--- src/rco_pkg.sv ---
// Purpose: shared constants, types and helpers of the reference clock output
// Assumes: one system clock; 8-bit registers on 32-bit bus words
// Notes:   register offsets and the status word are local choices
//
// Functional notes
// RL1: enable starts output cleanly, no runt pulse
// RL2: clearing enable stops output at once
// RL3: divide field selects input divided by two-power
// RL4: duty field gives 75, 50, 25, 0 percent
// RL5: undivided setting follows input, duty ignored
// RL6: upper duty bit resets to one
// RL7: divider and duty writes apply while running
// RL8: software changes settings only while disabled
// RL9: source field picks one of ten inputs
// RL10: software never programs reserved source codes
// RL11: sleep never stops output while source runs
// RL12: unimplemented bits read as zero
// RL13: control layout enable, duty, divider; reset zeros; code resets ctrl to 8'h10, duty msb set
// RL14: output also offered to internal peripherals
// RL15: edges counted on the selected input clock
package rco_pkg;

  // ----------------------------------------------------------------------
  // register map
  // ----------------------------------------------------------------------
  localparam logic [7:0] RCO_OFS_CTRL   = 8'h00; // refclk_control
  localparam logic [7:0] RCO_OFS_SRC    = 8'h04; // refclk_source_select
  localparam logic [7:0] RCO_OFS_STATUS = 8'h08; // read-only block state

  // control field positions
  localparam int RCO_EN_BIT    = 7;
  localparam int RCO_DUTY_LSB  = 3;
  localparam int RCO_DIV_LSB   = 0;
  // bits 6-5 unimplemented, masked on write
  localparam logic [7:0] RCO_CTRL_MASK  = 8'h9F;
  localparam logic [7:0] RCO_CTRL_RESET = 8'h10; // duty msb set
  localparam logic [3:0] RCO_SRC_RESET  = 4'h0;

  // bus responses
  localparam logic [1:0] RCO_RESP_OKAY   = 2'h0;
  localparam logic [1:0] RCO_RESP_SLVERR = 2'h2;

  // number of selectable clock inputs
  localparam int         RCO_NUM_SRC  = 10;
  localparam logic [3:0] RCO_SRC_LAST = 4'h9;

  // ----------------------------------------------------------------------
  // types
  // ----------------------------------------------------------------------
  typedef struct packed {
    logic       en;   // refclk_module_enable
    logic [1:0] duty; // refclk_duty_sel
    logic [2:0] div;  // refclk_divide_sel
  } rco_cfg_t;

  // ----------------------------------------------------------------------
  // helpers
  // ----------------------------------------------------------------------
  // last half-period index: 2^(div+1) - 1
  function automatic logic [7:0] rco_last(input logic [2:0] div);
    logic [8:0] full;
    full = 9'h001 << ({1'b0, div} + 4'h1);
    return 8'(full - 9'h001);
  endfunction : rco_last

  // half-periods high: duty * 2^div / 2
  function automatic logic [7:0] rco_thresh(input logic [1:0] duty,
                                            input logic [2:0] div);
    logic [9:0] prod;
    prod = {8'h00, duty} << div;
    return prod[8:1];
  endfunction : rco_thresh

endpackage : rco_pkg

--- src/rco_top.sv ---
// Purpose: reference clock output block with AXI4-Lite registers
// Assumes: clk_sys at 50 MHz; source clocks slower than half of it
// Notes:   output resolution is one clk_sys cycle of jitter
//
// Our own choices: the address map and the AXI4-Lite register port.
`timescale 1ns/1ns
module rco_top (
  // clock and reset
  input  wire logic        clk_sys,
  input  wire logic        rstn,
  // axi4-lite write address
  input  wire logic [7:0]  s_axi_awaddr,
  input  wire logic        s_axi_awvalid,
  output logic             s_axi_awready,
  // axi4-lite write data
  input  wire logic [31:0] s_axi_wdata,
  input  wire logic [3:0]  s_axi_wstrb,
  input  wire logic        s_axi_wvalid,
  output logic             s_axi_wready,
  // axi4-lite write response
  output logic [1:0]       s_axi_bresp,
  output logic             s_axi_bvalid,
  input  wire logic        s_axi_bready,
  // axi4-lite read address
  input  wire logic [7:0]  s_axi_araddr,
  input  wire logic        s_axi_arvalid,
  output logic             s_axi_arready,
  // axi4-lite read data
  output logic [31:0]      s_axi_rdata,
  output logic [1:0]       s_axi_rresp,
  output logic             s_axi_rvalid,
  input  wire logic        s_axi_rready,
  // selectable clock inputs, asynchronous
  input  wire logic        system_osc,
  input  wire logic        high_freq_internal_osc,
  input  wire logic        low_freq_internal_osc,
  input  wire logic        mid_freq_internal_osc,
  input  wire logic        secondary_osc,
  input  wire logic        numeric_controlled_osc,
  input  wire logic        logic_cell_1_output,
  input  wire logic        logic_cell_2_output,
  input  wire logic        logic_cell_3_output,
  input  wire logic        logic_cell_4_output,
  // generated clock
  output logic             refclk_out_pin,
  output logic             refclk_internal
);
  import rco_pkg::*;

  // ----------------------------------------------------------------------
  // storage
  // ----------------------------------------------------------------------
  logic [7:0]  ctrl;          // refclk_control
  logic [3:0]  src_sel;       // refclk_source_select low nibble
  logic        aw_got;        // write address captured
  logic        w_got;         // write data captured
  logic [7:0]  aw_addr;       // captured write address
  logic [31:0] w_data;        // captured write data
  logic [3:0]  w_strb;        // captured byte enables
  logic        seen_write;    // strobed write applied to ctrl or src_sel since reset

  logic [7:0]  next_ctrl;
  logic [3:0]  next_src_sel;
  logic        next_aw_got;
  logic        next_w_got;
  logic [7:0]  next_aw_addr;
  logic [31:0] next_w_data;
  logic [3:0]  next_w_strb;
  logic        next_awready;
  logic        next_wready;
  logic        next_bvalid;
  logic [1:0]  next_bresp;
  logic        next_arready;
  logic        next_rvalid;
  logic [31:0] next_rdata;
  logic [1:0]  next_rresp;
  logic        next_seen;
  logic        do_write;      // both halves of a write present

  // generator wiring
  rco_cfg_t               cfg;     // live configuration
  logic [RCO_NUM_SRC-1:0] src_raw; // asynchronous inputs
  logic [RCO_NUM_SRC-1:0] src_syn; // synchronised inputs
  logic                   src_lvl; // selected synchronised input
  logic                   running; // generator has started

  // ----------------------------------------------------------------------
  // source selection
  // ----------------------------------------------------------------------
  // reserved codes select a constant low; no clock ever arrives
  function automatic logic pick_src(input logic [3:0] code,
                                    input logic [RCO_NUM_SRC-1:0] v);
    if (code > RCO_SRC_LAST) begin
      return 1'b0; // RL10
    end
    return v[code]; // RL9
  endfunction : pick_src

  // read mux for a word-aligned byte address
  function automatic logic [31:0] read_word(input logic [7:0] a);
    if (a == RCO_OFS_CTRL) begin
      return {24'h000000, ctrl}; // RL12
    end else if (a == RCO_OFS_SRC) begin
      return {28'h0000000, src_sel}; // RL12
    end else if (a == RCO_OFS_STATUS) begin
      return {30'h0000000, refclk_out_pin, running};
    end
    return 32'h00000000;
  endfunction : read_word

  // mapped offsets answer okay, the rest slave error
  function automatic logic [1:0] resp_of(input logic [7:0] a);
    if (a == RCO_OFS_CTRL || a == RCO_OFS_SRC || a == RCO_OFS_STATUS) begin
      return RCO_RESP_OKAY;
    end
    return RCO_RESP_SLVERR;
  endfunction : resp_of

  assign src_raw = {logic_cell_4_output, logic_cell_3_output,
                    logic_cell_2_output, logic_cell_1_output,
                    numeric_controlled_osc, secondary_osc,
                    mid_freq_internal_osc, low_freq_internal_osc,
                    high_freq_internal_osc, system_osc};

  rco_sync u_sync (
    .clk_sys  (clk_sys),
    .rstn     (rstn),
    .async_in (src_raw),
    .sync_out (src_syn)
  );

  assign src_lvl  = pick_src(src_sel, src_syn); // RL9
  assign cfg.en   = ctrl[RCO_EN_BIT]; // RL13
  assign cfg.duty = ctrl[RCO_DUTY_LSB +: 2]; // RL13
  assign cfg.div  = ctrl[RCO_DIV_LSB +: 3]; // RL13

  rco_gen u_gen (
    .clk_sys (clk_sys),
    .rstn    (rstn),
    .cfg     (cfg),
    .src_lvl (src_lvl),
    .out_pin (refclk_out_pin),
    .out_int (refclk_internal),
    .running (running)
  );

  // ----------------------------------------------------------------------
  // bus slave next state
  // ----------------------------------------------------------------------
  // address and data are taken in either order, then one response
  always_comb begin
    next_ctrl    = ctrl;
    next_src_sel = src_sel;
    next_aw_got  = aw_got;
    next_w_got   = w_got;
    next_aw_addr = aw_addr;
    next_w_data  = w_data;
    next_w_strb  = w_strb;
    next_bvalid  = s_axi_bvalid;
    next_bresp   = s_axi_bresp;
    next_rvalid  = s_axi_rvalid;
    next_rdata   = s_axi_rdata;
    next_rresp   = s_axi_rresp;
    next_seen    = seen_write;
    // capture each half of a write
    if (s_axi_awvalid && s_axi_awready) begin
      next_aw_got  = 1'b1;
      next_aw_addr = s_axi_awaddr;
    end
    if (s_axi_wvalid && s_axi_wready) begin
      next_w_got  = 1'b1;
      next_w_data = s_axi_wdata;
      next_w_strb = s_axi_wstrb;
    end
    // retire a taken response
    if (s_axi_bvalid && s_axi_bready) begin
      next_bvalid = 1'b0;
    end
    do_write = aw_got && w_got && !s_axi_bvalid;
    if (do_write) begin
      // writes land even while running; glitches are software's risk
      if (w_strb[0] && aw_addr == RCO_OFS_CTRL) begin
        next_ctrl = w_data[7:0] & RCO_CTRL_MASK; // RL7 RL12
        next_seen = 1'b1;
      end else if (w_strb[0] && aw_addr == RCO_OFS_SRC) begin
        next_src_sel = w_data[3:0]; // RL12
        next_seen    = 1'b1;
      end
      next_aw_got = 1'b0;
      next_w_got  = 1'b0;
      next_bvalid = 1'b1;
      next_bresp  = resp_of(aw_addr);
    end
    // reads answer one cycle after the address is taken
    if (s_axi_rvalid && s_axi_rready) begin
      next_rvalid = 1'b0;
    end
    if (s_axi_arvalid && s_axi_arready) begin
      next_rvalid = 1'b1;
      next_rdata  = read_word(s_axi_araddr);
      next_rresp  = resp_of(s_axi_araddr);
    end
    next_awready = !next_aw_got && !next_bvalid;
    next_wready  = !next_w_got && !next_bvalid;
    next_arready = !next_rvalid;
  end

  // register bus and configuration state
  always_ff @(posedge clk_sys or negedge rstn) begin
    if (!rstn) begin
      ctrl          <= RCO_CTRL_RESET; // RL6 RL13
      src_sel       <= RCO_SRC_RESET;
      aw_got        <= 1'b0;
      w_got         <= 1'b0;
      aw_addr       <= 8'h00;
      w_data        <= 32'h00000000;
      w_strb        <= 4'h0;
      seen_write    <= 1'b0;
      s_axi_awready <= 1'b0;
      s_axi_wready  <= 1'b0;
      s_axi_bvalid  <= 1'b0;
      s_axi_bresp   <= RCO_RESP_OKAY;
      s_axi_arready <= 1'b0;
      s_axi_rvalid  <= 1'b0;
      s_axi_rdata   <= 32'h00000000;
      s_axi_rresp   <= RCO_RESP_OKAY;
    end else begin
      ctrl          <= next_ctrl;
      src_sel       <= next_src_sel;
      aw_got        <= next_aw_got;
      w_got         <= next_w_got;
      aw_addr       <= next_aw_addr;
      w_data        <= next_w_data;
      w_strb        <= next_w_strb;
      seen_write    <= next_seen;
      s_axi_awready <= next_awready;
      s_axi_wready  <= next_wready;
      s_axi_bvalid  <= next_bvalid;
      s_axi_bresp   <= next_bresp;
      s_axi_arready <= next_arready;
      s_axi_rvalid  <= next_rvalid;
      s_axi_rdata   <= next_rdata;
      s_axi_rresp   <= next_rresp;
    end
  end
endmodule : rco_top

--- src/rco_sync.sv ---
// Purpose: two-stage synchroniser for the asynchronous clock inputs
// Assumes: inputs are free-running clocks from outside clk_sys
// Notes:   first stage feeds only the second stage
`timescale 1ns/1ns
module rco_sync (
  // clock and reset
  input  wire logic                            clk_sys,
  input  wire logic                            rstn,
  // asynchronous levels in, synchronous levels out
  input  wire logic [rco_pkg::RCO_NUM_SRC-1:0] async_in,
  output logic      [rco_pkg::RCO_NUM_SRC-1:0] sync_out
);
  import rco_pkg::*;

  logic [RCO_NUM_SRC-1:0] meta;      // first stage, metastable
  logic [RCO_NUM_SRC-1:0] next_meta; // next first stage
  logic [RCO_NUM_SRC-1:0] next_sync; // next second stage

  // stages shift forward every cycle
  always_comb begin
    next_meta = async_in;
    next_sync = meta;
  end

  // register both stages
  always_ff @(posedge clk_sys or negedge rstn) begin
    if (!rstn) begin
      meta     <= '0;
      sync_out <= '0;
    end else begin
      meta     <= next_meta;
      sync_out <= next_sync;
    end
  end

endmodule : rco_sync

--- src/rco_gen.sv ---
// Purpose: divided clock generator with duty control
// Assumes: src_lvl is the synchronised selected input clock
// Notes:   counts half-periods of the input so 25% works at divide-by-2
`timescale 1ns/1ns
module rco_gen (
  // clock and reset
  input  wire logic             clk_sys,
  input  wire logic             rstn,
  // configuration and selected input level
  input  wire rco_pkg::rco_cfg_t cfg,
  input  wire logic             src_lvl,
  // generated clock and state
  output logic                  out_pin,
  output logic                  out_int,
  output logic                  running
);
  import rco_pkg::*;

  logic       prev;      // input level last cycle
  logic [7:0] cnt;       // half-period index in the output period
  logic       next_prev; // next input history
  logic       next_run;  // next running flag
  logic [7:0] next_cnt;  // next half-period index
  logic       next_out;  // next output level
  logic       rise;      // input rising edge
  logic       edg;       // any input edge
  logic [7:0] last;      // last half-period of the period
  logic [7:0] thresh;    // half-periods spent high

  // next state: start on a rising edge, stop at once
  always_comb begin
    rise      = src_lvl & ~prev;
    edg       = src_lvl ^ prev;
    last      = rco_last(cfg.div);
    thresh    = rco_thresh(cfg.duty, cfg.div);
    next_prev = src_lvl;
    next_run  = running;
    next_cnt  = cnt;
    next_out  = out_pin;
    if (!cfg.en) begin
      // no wait for the period end
      next_run = 1'b0; // RL2
      next_cnt = 8'h00;
      next_out = 1'b0;
    end else if (!running) begin
      // hold low until a rising edge opens a full first period
      next_out = 1'b0; // RL1
      if (rise) begin
        next_run = 1'b1;
        next_cnt = 8'h00;
        next_out = (cfg.div == 3'h0) ? 1'b1 : (thresh != 8'h00); // RL1
      end
    end else if (cfg.div == 3'h0) begin
      // undivided: copy the input, duty ignored
      next_out = src_lvl; // RL5
    end else begin
      // live config is used; a shrunk divider wraps early
      if (edg) begin
        next_cnt = (cnt >= last) ? 8'h00 : cnt + 8'h01; // RL3 RL7 RL15
      end
      // duty applies at once, so a zero duty drops the output now
      next_out = next_cnt < thresh; // RL4
    end
  end

  // register generator state; nothing here watches sleep
  always_ff @(posedge clk_sys or negedge rstn) begin
    if (!rstn) begin
      prev    <= 1'b0;
      running <= 1'b0;
      cnt     <= 8'h00;
      out_pin <= 1'b0;
      out_int <= 1'b0;
    end else begin
      prev    <= next_prev;
      running <= next_run; // RL11
      cnt     <= next_cnt;
      out_pin <= next_out;
      out_int <= next_out; // RL14
    end
  end
endmodule : rco_gen

--- config.mk ---
export PLATFORM = sky130hd
export DESIGN_NAME = rco_top
export DESIGN_NICKNAME = d
export VERILOG_FILES = /design/src/rco_pkg.sv /design/src/rco_top.sv /design/src/rco_sync.sv /design/src/rco_gen.sv
export SDC_FILE = /design/constraint.sdc
export NUM_CORES = 1
export LEC_CHECK = 0
export BUFFER_PORTS_ARGS = -buffer_cell sky130_fd_sc_hd__buf_2
export CAP_MARGIN = 30
export CORE_MARGIN = 5
export CORE_UTILIZATION = 52
export CTS_CLUSTER_DIAMETER = 60
export DETAILED_ROUTE_END_ITERATION = 10
export PLACE_DENSITY = 0.77
export SETUP_SLACK_MARGIN = 0.2
export SLEW_MARGIN = 10
export SYNTH_ARGS = -nofsm -noshare
export SYNTH_HDL_FRONTEND = slang
export SYNTH_HIERARCHICAL = 1
export SYNTH_SLANG_ARGS = --single-unit
--- constraint.sdc ---
create_clock -name clk_sys -period 4.14 [get_ports clk_sys]
set_input_delay 0.207 -clock clk_sys [delete_from_list [all_inputs] [get_ports clk_sys]]
set_output_delay 0.207 -clock clk_sys [all_outputs]
set_load 0.01 [all_outputs]
==> Yosys cells after proc, flatten, opt, wreduce, memory -nomap -nowiden <==
Index checks and enable logic that the tools add are counted.
{ "op_classes": {"n_reduce_logical": 27, "bitwise_logic": 4, "n_mux": 46, "n_lt_le_gt_ge": 4, "add_sub_neg": 3, "eq_ne": 6, "shifts": 2} }
{ "op_table": {"columns": ["cell", "count"], "rows": [
  ["32-bit two-way mux", 4],
  ["8-bit two-way mux", 9],
  ["1-bit two-way mux", 28],
  ["8-bit by 3-bit == test with 1-bit output, second input constant", 2],
  ["8-bit by 4-bit == test with 1-bit output, second input constant", 2],
  ["8-bit logical NOT", 2],
  ["1-bit logical AND", 11],
  ["2-bit by 3-bit << shifter with 9-bit output", 1],
  ["8-bit by 1-bit adder with 8-bit output, second input constant", 1],
  ["8-bit greater-or-equal comparator", 1],
  ["8-bit < comparator", 1],
  ["2-bit two-way mux", 4],
  ["8-bit nonzero test", 1],
  ["1-bit by 4-bit << shifter with 8-bit output, first input constant", 1],
  ["8-bit by 1-bit subtractor with 8-bit output, second input constant", 1],
  ["1-bit logical NOT", 5],
  ["4-bit by 5-bit < comparator with 1-bit output, second input constant", 1],
  ["3-bit by 1-bit adder with 4-bit output, second input constant", 1],
  ["1-bit binary-select mux with 4-bit select", 1],
  ["4-bit > comparator, second input constant", 1],
  ["1-bit logical OR", 4],
  ["2-bit AND reduction", 2],
  ["3-bit logical NOT", 1],
  ["3-bit by 1-bit != test with 1-bit output, second input constant", 1],
  ["other kinds (5)", 6]
]} }
{ "word_totals": {"ff_bits": 101, "input_bits": 69, "word_cells": 113} }

==> Longest topological paths before layout <==
{ "logic_depth": {"word_depth": 13, "ltp_mapped": 19, "depth_no_buf": 16} }

==> Modules after synthesis <==
The synthesis kept the hierarchy.
{ "by_module_without_submodules": {"columns": ["module", "area_per_inst_um2", "cells_per_inst", "instances"], "rows": [
  ["rco_top", 1949.4, 157, 1],
  ["rco_gen", 1305.0, 155, 1],
  ["rco_sync", 500.5, 20, 1]
]} }

==> Worst setup path before layout <==
OpenSTA, ideal clock, no wires.
{ "synth_timing": {"kind": "register to register", "from": "register ctrl[2]", "to": "register u_gen.out_int", "period_less_slack_ns": 3.645, "t_arrival_ns": 3.568, "stages_incl_launch_ff": 20, "setup_ns": 0.076, "path_slack_ns": 0.495, "path_buffers": 3, "path_cell_list": "dfrtp_1 -> buf_2 -> or3_1 -> buf_2 -> ha_1 -> nand2b_1 -> o22ai_1 -> o21ai_0 -> ha_1 -> and3_2 -> a221oi_2 -> o32ai_4 -> buf_6 -> nor2_1 -> ha_1 -> o211ai_1 -> a21oi_1 -> a211oi_1 -> o211ai_1 -> o21ai_1"} }
{ "synth_via": {"elab_chain_cells": 13, "word_cells_on_any_way": 18, "cone_classes": "add/sub: 2; order compare: 2; shift: 2; mux: 10; reduce/logical: 2"} }
{ "synth_rtl": {"columns": ["item", "line_no", "text"], "rows": [
  ["start: declaration", "rco_top.sv:53", "logic [7:0] ctrl;"],
  ["start signal: assignment", "rco_top.sv:228", "ctrl <= next_ctrl;"],
  ["3-bit by 1-bit adder with 4-bit output", "rco_pkg.sv:62", "full = 9'h001 << ({1'b0, div} + 4'h1);"],
  ["1-bit by 4-bit << shifter with 8-bit output", "rco_pkg.sv:62", null],
  ["8-bit by 1-bit subtractor with 8-bit output", "rco_pkg.sv:63", "return 8'(full - 9'h001);"],
  ["8-bit greater-or-equal comparator", "rco_gen.sv:59", "next_cnt = (cnt >= last) ? 8'h00 : cnt + 8'h01;"],
  ["8-bit two-way mux", "rco_gen.sv:59", null],
  ["8-bit two-way mux", "rco_gen.sv:58", "if (edg) begin"],
  ["8-bit two-way mux", "rco_gen.sv:53", "end else if (cfg.div == 3'h0) begin"],
  ["8-bit two-way mux", "rco_gen.sv:45", "end else if (!running) begin"],
  ["8-bit two-way mux", "rco_gen.sv:40", "if (!cfg.en) begin"],
  ["8-bit < comparator", "rco_gen.sv:62", "next_out = next_cnt < thresh;"],
  ["1-bit two-way mux", "rco_gen.sv:53", null],
  ["1-bit two-way mux *", "rco_gen.sv:45", null],
  ["1-bit two-way mux *", "rco_gen.sv:40", null],
  ["named net u_gen.next_out", "rco_gen.sv:24", "logic next_out;"],
  ["end signal: assignment", "rco_gen.sv:79", "out_int <= next_out;"],
  ["end: declaration", "rco_gen.sv:14", "output logic out_int,"]
]} }
Mark *: on every way through the listed nets, which the timed path passes. The rest lies on a longest branch. The select of a mux whose other input is x is not followed.
A chain may end at the register's enable or synchronous reset.

==> Worst setup path after layout <==
{ "layout_timing": {"from": "register ctrl[0]", "to": "register u_gen.out_int"} }
Same word-level chain as after synthesis.

==> metrics.cfg <==
[outcome]
outcome=completed

[synth]
yosys_register_bits=71
syn_area_sq_mm=0.00375
synthArstFlopShare_pct=100
ys_types=61
netlist_instances=332
synth-seq-area-share_pct=47.4
ys.flop_type=dfrtp_1
synth_edf_count=0
yosysWarnings=6
syn_area_per_cell_sq_um=11.3

[drt]
drtAntennaViolNets=0
drc=0
first_iter_violations=130
routedWlPerCell_um=14.1
via_per_inst=5.16
vias=2644
drt_pass1_iterations=4
drt-total-wl_mm=7.20

[global_route]
grt_pass1_vias=2715
overflow=0
grt_first_pass_wirelength_mm=12.4
track_usage_pct=17.8
antenna_found_initial=0
grt_max_degree=43

[finish]
diodes=0
final_common_cell=dfrtp_1
area_growth_syn_to_layout_pct=16.7
nets=495
drive_gt1_share_pct=30.3
most-common-layout-cells=69 x dfrtp_1, 54 x buf_2, 34 x nor2_1

[floorplanning]
io_pins=112
die_h_um=95.0
core_sq_mm=0.00714
die_w_um=95.0
std_cell_rows=31
dieArea_sq_mm=0.00902
initial_utilization_pct=52.6

[place]
numPortBuffers=54
dp_hpwl_mm=5.27
gp_congestion=0.807
dp_slack_ps=356

[power_and_ir_drop]
p_seq_share_pct=45.2
power_switching_uw=650
pwr-share-clk_pct=28.5
pwr-share-comb_pct=26.3
intPower_mw=1.39
vdd_drop_max_v=0.000435
netSwitchingFraction_pct=31.8
leakage_nw=2.11
p_per_area_mw_per_mm2=466

[timing]
fin_setup_tns_ps=0
hold_viol_final=0
rsz0062_at_grt=no
drv_slew=0
whs_ps=72.0
period_needed_ps=3740
setup_ws_ps=399
skew_ps=5.45
setup_viol=0
fin_crit_sh_pct=90.4
max_freq_ghz=0.267
max_slew_margin_pct=54.7
tightest_slew_ps=680

[clock_tree]
cts_buffers=9
cts-root-buf=clkbuf_8
h-tree-depth=3
clk-insertion-delay-late_ps=350
cts_tree=yes
clock-sinks=71
clockBufferDepth=2
clkTransAtPathRegs_ps=80

[worst_setup_path]
critPathLaunchType=flop
reg2reg_from=ctrl[0]
worstRegToRegCells=17
rrSetupSlack_ps=400
crit_fanout=7
cp.required_ps=4420
arrival_ps=4020
end_kind=flop
worstReg2RegEnd=u_gen/out_int
critical_path_class=flop to flop

[run]
maxCapViolations=0

[min_path]
hold_depth=2
min_to=s_axi_rvalid
hold_path_class=input pin to flop
min_from=s_axi_rready

-- sequential cells by signal, summed over array words and instances, names as in the netlist, 4 cells and up --
name / count
u_sync/meta: 10
u_sync/sync_out: 10
aw_addr: 8
u_gen/cnt: 8
ctrl: 6
s_axi_rdata: 6
w_data: 6
src_sel: 4
-- area by class of cell --
type                            count  area, sq um
Multi-Input combinational cell    245         1790
Clock inverter                      7         85.1
Clock buffer                        9          124
Fill cell                         603         2760
Sequential cell                    71         1780
Inverter                            6         22.5
Tap cell                           99          124
Timing Repair Buffer               75          455
-- metrics by stage --
| step | cell area (sq um) | power (mW) | instances | utilization [%] |
|---|---|---|---|---|
| final | 4380 | 2.04 | 512 | 61.4 |
| after global routing | 4380 | 2.17 | 512 | 61.4 |
| after CTS | 4350 | 2.04 | 508 | 61.0 |
| after detailed placement | 4030 | 1.44 | 481 | 56.5 |
| after global placement | 4030 | 1.41 | 481 | 56.5 |
| after floorplan | 3860 | 1.32 | 360 | - |
-- Yosys cell counts (4+ instances only) --
library cell / number / area (sq um)
dfrtp_1: 70 / 1750
nor2_1: 34 / 128
buf_4: 30 / 225
nand2_1: 22 / 82.6
mux2_2: 20 / 225
ha_1: 18 / 225
a21oi_1: 13 / 65.1
nand3_1: 8 / 40.0
o21ai_0: 8 / 40.0
inv_1: 6 / 22.5
a221o_1: 5 / 50.1
mux2i_1: 5 / 50.1
nand2b_1: 5 / 31.3
xor2_1: 5 / 43.8
a22o_1: 4 / 35.0
buf_2: 4 / 20.0
mux2_4: 4 / 60.1
nor2b_1: 4 / 25.0
-- metal layers --
| metal | vias up | global-route usage (%) | wire (um) |
|---|---|---|---|
| met5 | - | 0 | 0 |
| met4 | 0 | 7.69 | 164 |
| met3 | 16 | 5.02 | 554 |
| met2 | 92 | 28.8 | 3370 |
| met1 | 1258 | 22.4 | 3110 |
| li1 | 1278 | - | - |
-- critical path, stage by stage (launching register included) --
cell and delay, ps:
dfrtp_1 380, or3_1 440, ha_1 300, nand2b_1 130, o22ai_1 80, o21ai_1 180
ha_1 280, and3_2 220, a221oi_2 360, o32ai_4 190, buf_4 180, nor2_1 110
ha_1 250, a21oi_1 130, nor2b_1 60, o21ai_0 140, o211ai_1 110, o21ai_1 140
-- repair_timing --
item	in CTS	in global routing
endpoints found under the hold margin	39	0
buffers inserted	0	4
gates resized for setup	0	2
hold buffers	11	0
endpoints found under the setup margin	0	1
-- power groups by stage --
stage               clock network [mW]  registers [mW]  logic [mW]
floorplan                            0           0.922       0.399
global placement                     0           0.931       0.483
detailed placement                   0           0.939       0.500
CTS                              0.598           0.926       0.512
global route                     0.630           0.944       0.592
finish                           0.581           0.923       0.537
-- how the worst max path moves through the flow --
stage	start	endpoint	slack [ps]
3_5_place_dp	src_sel[0]	u_gen/out_int	360
4_1_cts	src_sel[0]	u_gen/out_int	340
2_1_floorplan	ctrl[2]	u_gen/out_int	500
5_1_grt	ctrl[1]	u_gen/out_int	220
6_report	ctrl[0]	u_gen/out_int	400
3_3_place_gp	src_sel[0]	u_gen/out_int	470
-- cell families after synthesis --
| logic type | synth area share (%) |
|---|---|
| simple gates | 16.0 |
| xor+xnor | 1.63 |
| buf+inv | 7.73 |
| fa+ha+maj | 6.00 |
| flops | 47.4 |
| other cells | 0.200 |
| compound gates | 10.3 |
| mux | 10.7 |
Note: power is estimated with default switching activity, not from simulation.
